`src/rtl/acc_regs.svh`:
```
// Register offsets, field positions, reset values and timing counts for conversion control
`ifndef ACC_REGS_SVH
`define ACC_REGS_SVH

`define ACC_ADDR_W 4
`define ACC_OFF_CTRL 4'h0
`define ACC_OFF_STAT 4'h1
`define ACC_OFF_IEN 4'h2
`define ACC_OFF_ICLR 4'h3

`define ACC_BIT_EN 7
`define ACC_BIT_TM 6
`define ACC_BIT_DONE 5
`define ACC_BIT_BUSY 4
`define ACC_BIT_SRC_HI 3
`define ACC_BIT_SRC_LO 2

`define ACC_IRQ_DONE 0
`define ACC_IRQ_OVRUN 1

`define ACC_CTRL_RST 8'h00
`define ACC_IEN_RST 8'h00
`define ACC_CONV_CYC 16'h0010

`endif

```
`src/rtl/acc_pkg.sv`:
```
// Types for the converter conversion control block
package acc_pkg;
  typedef enum logic [1:0] {
    ACC_SRC_SW = 2'h0,
    ACC_SRC_TMR = 2'h1,
    ACC_SRC_EXT = 2'h2,
    ACC_SRC_RSV = 2'h3
  } acc_src_t;

  typedef enum logic [1:0] {
    ACC_ST_OFF = 2'h0,
    ACC_ST_TRACK = 2'h1,
    ACC_ST_CONV = 2'h3,
    ACC_ST_HOLD = 2'h2
  } acc_state_t;
endpackage

```
`src/rtl/acc_sync.sv`:
```
// Two-flop synchroniser with rising-edge detect on the synchronised level
`timescale 1ns/1ps
module acc_sync (
  input wire logic clk,
  input wire logic rst_b,
  input wire logic din,
  output logic rise
);
  typedef struct packed {
    logic s1;
    logic s2;
    logic s3;
    logic rise;
  } acc_sync_st_t;

  acc_sync_st_t st_r;
  acc_sync_st_t st_nxt;

  // Next state: only s2 looks at s1
  always_comb begin
    st_nxt = st_r;
    st_nxt.s1 = din;
    st_nxt.s2 = st_r.s1;
    st_nxt.s3 = st_r.s2;
    st_nxt.rise = st_r.s2 & ~st_r.s3;
  end

  // State register
  always_ff @(posedge clk or negedge rst_b) begin
    if (!rst_b) begin
      st_r <= '0;
    end else begin
      st_r <= st_nxt;
    end
  end

  assign rise = st_r.rise;
endmodule

```
`src/rtl/acc_top.sv`:
```
// Conversion control: control register, trigger selection, busy and done flags
// Functional notes
// - Enable low holds converter in shutdown
// - Track mode 0 tracks continuously when idle
// - Done flag shows a finished conversion
// - Done flag cleared only by software writing 0
// - Busy reads 1 during a conversion
// - Done flag sets on busy falling edge; an enable-low abort clears busy and leaves done unchanged
// - Busy write 1 starts only in mode 00
// - Mode 00 software, mode 01 timer overflow
// - Mode 10 synchronised external rising edge
//
// Local design decisions: the plain strobed port and the register addresses.
`timescale 1ns/1ps
`include "acc_regs.svh"
module acc_top #(
  parameter logic [15:0] CONV_CYCLES = `ACC_CONV_CYC
) (
  input wire logic MCLK,
  input wire logic RST_B,
  input wire logic [`ACC_ADDR_W-1:0] ADDR,
  input wire logic [7:0] WDATA,
  input wire logic WR,
  input wire logic RD,
  output logic [7:0] RDATA,
  input wire logic TIMER_OVF,
  input wire logic EXT_CONVERT_START,
  input wire logic CORE_DONE,
  output logic CONV_POWER_ON,
  output logic CONV_TRACK,
  output logic CONV_START,
  output logic CONV_BUSY,
  output logic IRQ
);
  import acc_pkg::*;

  typedef struct packed {
    logic en;
    logic tm;
    logic done;
    logic busy;
    acc_src_t src;
    logic [1:0] irq_stat;
    logic [1:0] irq_en;
    logic [15:0] cnt;
    acc_state_t st;
    logic [7:0] rdata;
    logic power;
    logic track;
    logic start;
    logic irq;
    logic tmr_d;
  } acc_st_t;

  acc_st_t st_r;
  acc_st_t st_nxt;
  logic ext_rise;

  // Field packing into the control register image
  function automatic logic [7:0] ctrl_image(input acc_st_t s);
    logic [7:0] v;
    v = 8'h00;
    v[`ACC_BIT_EN] = s.en;
    v[`ACC_BIT_TM] = s.tm;
    v[`ACC_BIT_DONE] = s.done;
    v[`ACC_BIT_BUSY] = s.busy;
    v[`ACC_BIT_SRC_HI:`ACC_BIT_SRC_LO] = s.src;
    return v;
  endfunction

  // External trigger synchroniser and edge detector
  acc_sync u_ext_sync (
    .clk(MCLK),
    .rst_b(RST_B),
    .din(EXT_CONVERT_START),
    .rise(ext_rise)
  );

  // Next-state logic
  always_comb begin
    logic trig;
    logic sw_go;
    logic wr_ctrl;
    logic finish;
    logic [1:0] ev;
    trig = 1'b0;
    sw_go = 1'b0;
    wr_ctrl = WR && (ADDR == `ACC_OFF_CTRL);
    finish = 1'b0;
    ev = 2'h0;
    st_nxt = st_r;
    st_nxt.start = 1'b0;
    st_nxt.tmr_d = TIMER_OVF;

    // Software write to the control register
    if (wr_ctrl) begin
      st_nxt.en = WDATA[`ACC_BIT_EN];
      st_nxt.tm = WDATA[`ACC_BIT_TM];
      st_nxt.src = acc_src_t'(WDATA[`ACC_BIT_SRC_HI:`ACC_BIT_SRC_LO]);
      if (!WDATA[`ACC_BIT_DONE]) begin
        st_nxt.done = 1'b0;
      end
      sw_go = WDATA[`ACC_BIT_BUSY] && (st_r.src == ACC_SRC_SW);
    end

    // Trigger source selection
    case (st_r.src)
      ACC_SRC_SW: trig = sw_go;
      ACC_SRC_TMR: trig = TIMER_OVF && !st_r.tmr_d;
      ACC_SRC_EXT: trig = ext_rise;
      ACC_SRC_RSV: trig = 1'b0;
      default: trig = 1'b0;
    endcase

    // Conversion sequencing
    case (st_r.st)
      ACC_ST_OFF: begin
        if (st_r.en) begin
          st_nxt.st = ACC_ST_TRACK;
        end
      end
      ACC_ST_TRACK: begin
        // Enable written low this cycle wins over any trigger
        if (!st_nxt.en) begin
          st_nxt.st = ACC_ST_OFF;
        end else if (trig) begin
          st_nxt.st = ACC_ST_CONV;
          st_nxt.busy = 1'b1;
          st_nxt.start = 1'b1;
          st_nxt.cnt = CONV_CYCLES;
        end
      end
      ACC_ST_CONV: begin
        if (trig) begin
          ev[`ACC_IRQ_OVRUN] = 1'b1;
        end
        // Abort at once so busy never outlives the power bit
        if (!st_nxt.en) begin
          st_nxt.st = ACC_ST_OFF;
          st_nxt.busy = 1'b0;
        end else if (CORE_DONE || st_r.cnt <= 16'h0001) begin
          finish = 1'b1;
          st_nxt.st = ACC_ST_HOLD;
        end else begin
          st_nxt.cnt = st_r.cnt - 16'h0001;
        end
      end
      ACC_ST_HOLD: begin
        st_nxt.st = st_nxt.en ? ACC_ST_TRACK : ACC_ST_OFF;
      end
      default: st_nxt.st = ACC_ST_OFF;
    endcase

    // Busy falls and done sets in the same cycle; set beats clear
    if (finish) begin
      st_nxt.busy = 1'b0;
      st_nxt.done = 1'b1;
      ev[`ACC_IRQ_DONE] = 1'b1;
    end

    // Tracking control
    if (!st_nxt.en || st_nxt.busy) begin
      st_nxt.track = 1'b0;
    end else if (!st_nxt.tm) begin
      st_nxt.track = 1'b1;
    end else begin
      st_nxt.track = (st_nxt.src != ACC_SRC_RSV);
    end
    st_nxt.power = st_nxt.en;

    // Interrupt registers
    if (WR && ADDR == `ACC_OFF_IEN) begin
      st_nxt.irq_en = WDATA[1:0];
    end
    if (WR && ADDR == `ACC_OFF_ICLR) begin
      st_nxt.irq_stat = st_r.irq_stat & ~WDATA[1:0];
    end
    st_nxt.irq_stat = st_nxt.irq_stat | ev;
    st_nxt.irq = |(st_nxt.irq_stat & st_nxt.irq_en);

    // Read data, valid in the cycle after the strobe
    st_nxt.rdata = 8'h00;
    if (RD) begin
      case (ADDR)
        `ACC_OFF_CTRL: st_nxt.rdata = ctrl_image(st_r);
        `ACC_OFF_STAT: st_nxt.rdata = {6'h00, st_r.irq_stat};
        `ACC_OFF_IEN: st_nxt.rdata = {6'h00, st_r.irq_en};
        default: st_nxt.rdata = 8'h00;
      endcase
    end
  end

  // State register
  always_ff @(posedge MCLK or negedge RST_B) begin
    if (!RST_B) begin
      st_r <= '0;
      st_r.st <= ACC_ST_OFF;
      st_r.src <= ACC_SRC_SW;
    end else begin
      st_r <= st_nxt;
    end
  end

  assign RDATA = st_r.rdata;
  assign CONV_POWER_ON = st_r.power;
  assign CONV_TRACK = st_r.track;
  assign CONV_START = st_r.start;
  assign CONV_BUSY = st_r.busy;
  assign IRQ = st_r.irq;
endmodule

```
`config.mk`:
```
export PLATFORM = sky130hd
export DESIGN_NAME = acc_top
export DESIGN_NICKNAME = d
export VERILOG_FILES = /design/src/rtl/acc_pkg.sv /design/src/rtl/acc_sync.sv /design/src/rtl/acc_top.sv
export VERILOG_INCLUDE_DIRS = /design/src /design/src/rtl
export SDC_FILE = /design/constraint.sdc
export NUM_CORES = 1
export LEC_CHECK = 0
export BUFFER_PORTS_ARGS = -buffer_cell sky130_fd_sc_hd__buf_2
export CAP_MARGIN = 40
export CORE_MARGIN = 2
export CORE_UTILIZATION = 50
export CTS_BUF_LIST = sky130_fd_sc_hd__clkbuf_8
export DETAILED_ROUTE_END_ITERATION = 10
export PLACE_DENSITY = 0.81
export SLEW_MARGIN = 20
export SYNTH_ARGS = -nofsm -noshare
export SYNTH_HDL_FRONTEND = slang
export SYNTH_SLANG_ARGS = --single-unit
```
`constraint.sdc`:
```
create_clock -name MCLK -period 3 [get_ports MCLK]
set_clock_uncertainty 0.2 [all_clocks]
set_input_delay 0.6 -clock MCLK [delete_from_list [all_inputs] [get_ports MCLK]]
set_output_delay 0.6 -clock MCLK [all_outputs]
set_load 0.1 [all_outputs]
```
==> results.json, run 1 <==
{
  "rsz0062_at_grt": "false",
  "critPathArrivalTime_ns": 2.56,
  "hold-worst-slack_ns": 0.0830,
  "synthFlopType": "dfrtp_1",
  "ant_nets": 0,
  "cp.required_ns": 3.03,
  "ios": 32,
  "syn_to_final_growth_pct": 13.2,
  "slew_headroom": 0.525,
  "setup_viol": 0,
  "vias_per_cell": 5.64,
  "final-max-slew-violation-count": 0,
  "hpwlAfterDp_um": 3090,
  "place.gp.congestion": 0.883,
  "routed_wl_um": 4100,
  "grt_pass1_wl_um": 6800,
  "die_height_um": 68.7,
  "route.detailed.wl_per_inst_um": 14.9,
  "fp.coreArea_um2": 4030,
  "antenna_found_initial": 0,
  "hp-class": "input port to asynchronous set/reset pin",
  "yosys.area.top_type": "dfrtp_1",
  "cp_num_buf_inv": 1,
  "synthMostInstantiatedCell": "dfrtp_1",
  "clk-insertion-delay-late_ns": 0.29,
  "outcome": "completed",
  "max_freq_ghz": 0.394,
  "overflow": 0,
  "power_leakage_nw": 1.19,
  "ys_top_cells_by_count": "dfrtp_1 (44), nand2_1 (12), o21ai_0 (10)",
  "die_w_um": 68.7,
  "final_layout_size_suffix_gt1_frac": 0.235,
  "drt-pass1-iter-count": 4,
  "root_buffer": "clkbuf_8",
  "tns_ns": 0,
  "ys_types": 49,
  "cts_resized": 0,
  "synth_edf_count": 0,
  "cts_buffers": 5,
  "ir_worst_vdd_v": 0.000290,
  "synth_top_area_frac": 0.525,
  "clk_path_buf_depth": 2,
  "grt_usage": 0.201,
  "max-cap-violations": 0,
  "yosys_warnings": 0,
  "cts-htree-levels": 2,
  "fin_nets": 246,
  "io_buffer_count": 31,
  "clk_pin_slew_worst_paths_ns": 0.08,
  "period_share": 0.845,
  "cts_sinks": 44,
  "cp_slowest_cell": "or3b_2",
  "ys_ff_latch": 44,
  "vias": 1557,
  "drcViolationCount": 0,
  "cp_cell_sequence": "inv_1 -> ha_1 -> or3b_2 -> nor3_1 -> o2111ai_2 -> or4_1 -> a21oi_1",
  "seq_area_frac_synth": 0.525,
  "grt_pass1_vias": 1490,
  "critPathCaptureType": "flop",
  "power_density_nw_per_um2": 606,
  "grt_max_degree": 24,
  "rows": 23,
  "initial_core_util": 0.520,
  "syn-instance-count": 195,
  "postCtsSetupBuffers": 0,
  "crit_fanout": 5,
  "synth.avg_cell_area_um2": 10.7,
  "n_antenna_cell": 0,
  "cts_tree": "yes",
  "cts_hold_buffers": 0,
  "hold_violations": 0,
  "syn-num-nets": 216,
  "async_flop_share": 1.00,
  "critPathKind": "flop to flop",
  "netlist_top_cells_area": "dfrtp_1 (53%), buf_4 (2.9%), o21ai_0 (2.4%), or3_1 (2.4%), nand3_1 (2.1%)",
  "die-area_um2": 4730,
  "period_needed_ns": 2.54,
  "start_kind": "flop",
  "initialDrtViolationCount": 117,
  "cp_slowest_stage_delay_ns": 0.51,
  "path_delay_family": "simple AND/OR/NAND/NOR gates",
  "tightest_slew_ns": 0.712,
  "syn_area_um2": 2100
}
[routing by layer]
metal | up-vias | track usage | routed length, um
met5 | - | 0 | 0
met3 | 6 | 0.0357 | 191
met4 | 0 | 0.0956 | 59
met1 | 743 | 0.274 | 1970
met2 | 36 | 0.311 | 1880
li1 | 772 | - | -
[registers in the layout, indices dropped and copies added (netlist names)]
register,cells
st_r,27
RDATA,8
u_ext_sync.st_nxt,2
CONV_BUSY,1
CONV_POWER_ON,1
CONV_START,1
CONV_TRACK,1
IRQ,1
u_ext_sync.rise,1
u_ext_sync.st_r,1
[worst paths after layout]
kind | startpoint | endpoint | slack, ns | cells past startpoint
worst min register to register | u_ext_sync.st_nxt[2] | u_ext_sync.st_nxt[1] | 0.16 | 0
max in group asynchronous | RST_B | st_r[14] | 2.03 | 2
worst min-delay path | RST_B | st_r[0] | 0.08 | 1
worst max register to register | st_r[15] | st_r[27] | 0.46 | 7
min in group MCLK | u_ext_sync.st_nxt[2] | u_ext_sync.st_nxt[1] | 0.16 | 0
worst max-delay path | st_r[15] | st_r[27] | 0.46 | 7
[cells in the final DEF, fill, tap and decap left out, drive strengths merged, types with 2 or more instances in the layout]
master / instances
dfrtp: 44
buf: 34
nand2: 12
inv: 11
o21ai: 10
nand3: 9
nor2: 8
or3: 8
and2: 7
nor3: 7
a21oi: 6
o31ai: 6
clkbuf: 6
o211ai: 5
mux2i: 4
mux2: 4
or3b: 4
a22oi: 3
o311ai: 3
nor4: 3
or4: 3
or2: 2
nand2b: 2
a21boi: 2
nor2b: 2
nand4: 2
ha: 2
o2111ai: 2
[final cells by class]
cell class	count	area [um2]
fill	355	1660
clock buffer	6	82.6
multi-input combinational	131	887
timing repair buffer	34	198
inverter	9	33.8
sequential	44	1100
clock inverter	2	7.51
tap	50	62.6
[worst register-to-register path, stage by stage, from the launching register on]
cell	delay, ns
dfrtp_1	0.43
inv_1	0.07
ha_1	0.19
or3b_2	0.51
nor3_1	0.23
o2111ai_2	0.24
or4_1	0.45
a21oi_1	0.15
[logic make-up (layout without fill, tap and decap cells)]
| kind of cell | after synthesis | after routing | synth area share |
|---|---|---|---|
| and+or+nand+nor | 74 | 74 | 0.205 |
| AOI/OAI and AO/OA | 46 | 46 | 0.162 |
| DFF | 44 | 44 | 0.525 |
| buffers and inverters | 20 | 51 | 0.0513 |
| muxes | 8 | 8 | 0.0406 |
| adders and majority gates | 2 | 2 | 0.0119 |
| xor gates and xnor gates | 1 | 1 | 0.00418 |
[metrics by stage]
stage / total power (W) / instance area [um2] / std cells / setup WS (ns) / utilization
global route: 0.00151 / 2370 / 276 / 0.329 / 0.589
CTS: 0.00145 / 2370 / 276 / 0.465 / 0.589
finish: 0.00144 / 2370 / 276 / 0.464 / 0.589
global placement: 0.00106 / 2250 / 267 / 0.441 / 0.560
detailed placement: 0.00108 / 2280 / 268 / 0.337 / 0.566
floorplan: 0.000982 / 2100 / 195 / 0.555 / -
[power breakdown]
group          total [W]  switching [W]  internal [W]
Sequential      0.000711      0.0000610      0.000650
Clock           0.000369       0.000188      0.000181
Combinational   0.000359       0.000251      0.000108
(Power assumes the default switching activity.)
==> inputs of run 2 (changes only) <==
clock period = 2.6 ns   (was 3 ns; I/O delays follow)
==> results.json, run 2 (synthesis gave the netlist of run 1 again) <==
{
  "outcome": "completed",
  "mostFrequentLayoutCells": "dfrtp_1 (44), buf_2 (31), nand2_1 (12)",
  "hold_violations": 0,
  "antenna_found_initial": 0,
  "postPlaceCellArea_um2": 2290,
  "final_cell_count_no_fill": 281,
  "cp.required_ns": 2.63,
  "p_int_w": 0.00122,
  "tightest_slew_ns": 0.590,
  "die_w_um": 68.7,
  "postLayoutCoreUtil": 0.604,
  "start_kind": "flop",
  "clk-insertion-delay-late_ns": 0.30,
  "hpwlAfterDp_um": 3080,
  "largest_register_ff_count": 27,
  "largest-register": "st_r",
  "die_height_um": 68.7,
  "power_density_nw_per_um2": 741,
  "cts_buffers": 5,
  "n_antenna_cell": 0,
  "cp_cell_sequence": "inv_1 -> ha_1 -> or3b_2 -> nor3_2 -> o2111ai_2 -> or4_1 -> a21oi_1",
  "dp.cells": 272,
  "final-max-slew-violation-count": 0,
  "p_seq_frac": 0.455,
  "max-cap-violations": 0,
  "routed_wl_um": 4120,
  "die-area_um2": 4730,
  "fin_nets": 251,
  "p_sw_frac": 0.324,
  "initialDrtViolationCount": 100,
  "critPathCaptureType": "flop",
  "cp_slowest_cell": "or3b_2",
  "period_needed_ns": 2.39,
  "pwr-share-comb": 0.233,
  "critPathKind": "flop to flop",
  "max_freq_ghz": 0.418,
  "cts-htree-levels": 2,
  "final_area_um2": 2430,
  "power_leakage_nw": 1.22,
  "period_share": 0.921,
  "p_clk_frac": 0.312,
  "overflow": 0,
  "total_power_w": 0.00180,
  "critPathArrivalTime_ns": 2.42,
  "layout_commonest_cell": "dfrtp_1",
  "clk_pin_slew_worst_paths_ns": 0.08,
  "ir_worst_vdd_v": 0.000417,
  "grt_pass1_wl_um": 7230,
  "syn_to_final_growth_pct": 16.1,
  "grt_max_degree": 21,
  "io_buffer_count": 31,
  "cts_sinks": 44,
  "final_layout_size_suffix_gt1_frac": 0.260,
  "route.detailed.wl_per_inst_um": 14.7,
  "root_buffer": "clkbuf_8",
  "fp.coreArea_um2": 4030,
  "ant_nets": 0,
  "grt_pass1_vias": 1529,
  "num-fill-cells": 346,
  "vias": 1598,
  "p_sw_w": 0.000585,
  "postCtsSetupBuffers": 0,
  "path_delay_family": "simple AND/OR/NAND/NOR gates",
  "cp_slowest_stage_delay_ns": 0.50,
  "clk_path_buf_depth": 2,
  "drcViolationCount": 0,
  "cts_tree": "yes",
  "vias_per_cell": 5.69,
  "rows": 23,
  "cp_num_buf_inv": 1,
  "place.gp.congestion": 0.820,
  "crit_fanout": 5,
  "drt-pass1-iter-count": 4,
  "grt_usage": 0.217,
  "ios": 32,
  "initial_core_util": 0.520,
  "setup_viol": 0,
  "slew_headroom": 0.606,
  "rsz0062_at_grt": "false",
  "hp-class": "input port to flop"
}
## run 2: cell count changes in the layout (fill, tap and decap cells not counted), sizes merged
cell,previous run,this run
bufinv,0,1
buf,34,38
inv,11,9
dlygate4sd3,0,1
clkbuf,6,7
## run 2: path summary, 6_finish.rpt
check	from	to	slack [ns]	cells past startpoint
max in group asynchronous	RST_B	RDATA[3]	1.18	3
min in group asynchronous	RST_B	u_ext_sync.st_nxt[1]	0.47	2
min	EXT_CONVERT_START	u_ext_sync.st_nxt[2]	0.12	1
max	st_r[15]	st_r[29]	0.21	7
max reg2reg	st_r[15]	st_r[29]	0.21	7
min reg2reg	u_ext_sync.st_nxt[2]	u_ext_sync.st_nxt[1]	0.17	0
## run 2: cell type report
cell class,instances,area (um2),area share
clock buffer,7,96.3,0.0396
timing repair buffer,39,218,0.0895
sequential,44,1100,0.452
inverter,9,33.8,0.0139
clock inverter,1,30.0,0.0123
multi-input combinational,131,892,0.367
tap,50,62.6,0.0257
## run 2: per-stage QoR
step / hold WS, ns / setup slack, ns / setup TNS (ns)
after floorplan: 0.0244 / 0.155 / 0
after global placement: 0.140 / -0.206 / -0.878
after detailed placement: 0.146 / 0.0825 / 0
after CTS: 0.111 / 0.0909 / 0
after global routing: 0.106 / 0.00342 / 0
final: 0.121 / 0.205 / 0
## run 2: power groups by stage
stage / combinational, W / clock, W / sequential (W)
floorplan: 0.000204 / 0 / 0.000929
global placement: 0.000409 / 0 / 0.000825
detailed placement: 0.000415 / 0 / 0.000830
CTS: 0.000420 / 0.000578 / 0.000817
finish: 0.000421 / 0.000562 / 0.000820
global route: 0.000461 / 0.000613 / 0.000831
## run 2: repair_timing
item	4_1_cts	5_1_grt
hold buffers	1	0
endpoints found under the hold margin	18	0
setup endpoints to repair	0	3
gates resized for setup	0	2
## run 2: layer usage
layer	vias to the layer above	global-route usage	wire (um)
met4	0	0.0809	65
met3	8	0.0682	192
met2	37	0.341	1980
met5	-	0	0
li1	788	-	-
met1	765	0.280	1890
## run 2: worst reg2reg max path, delay by kind of cell, from the launching register on
family                   cells  cell delay (ns)
AND/OR/NAND/NOR              3             1.10
flip-flops                   1             0.42
AO/OA/AOI/OAI                2             0.35
adder cells (fa/ha/maj)      1             0.19
buffers and inverters        1             0.07
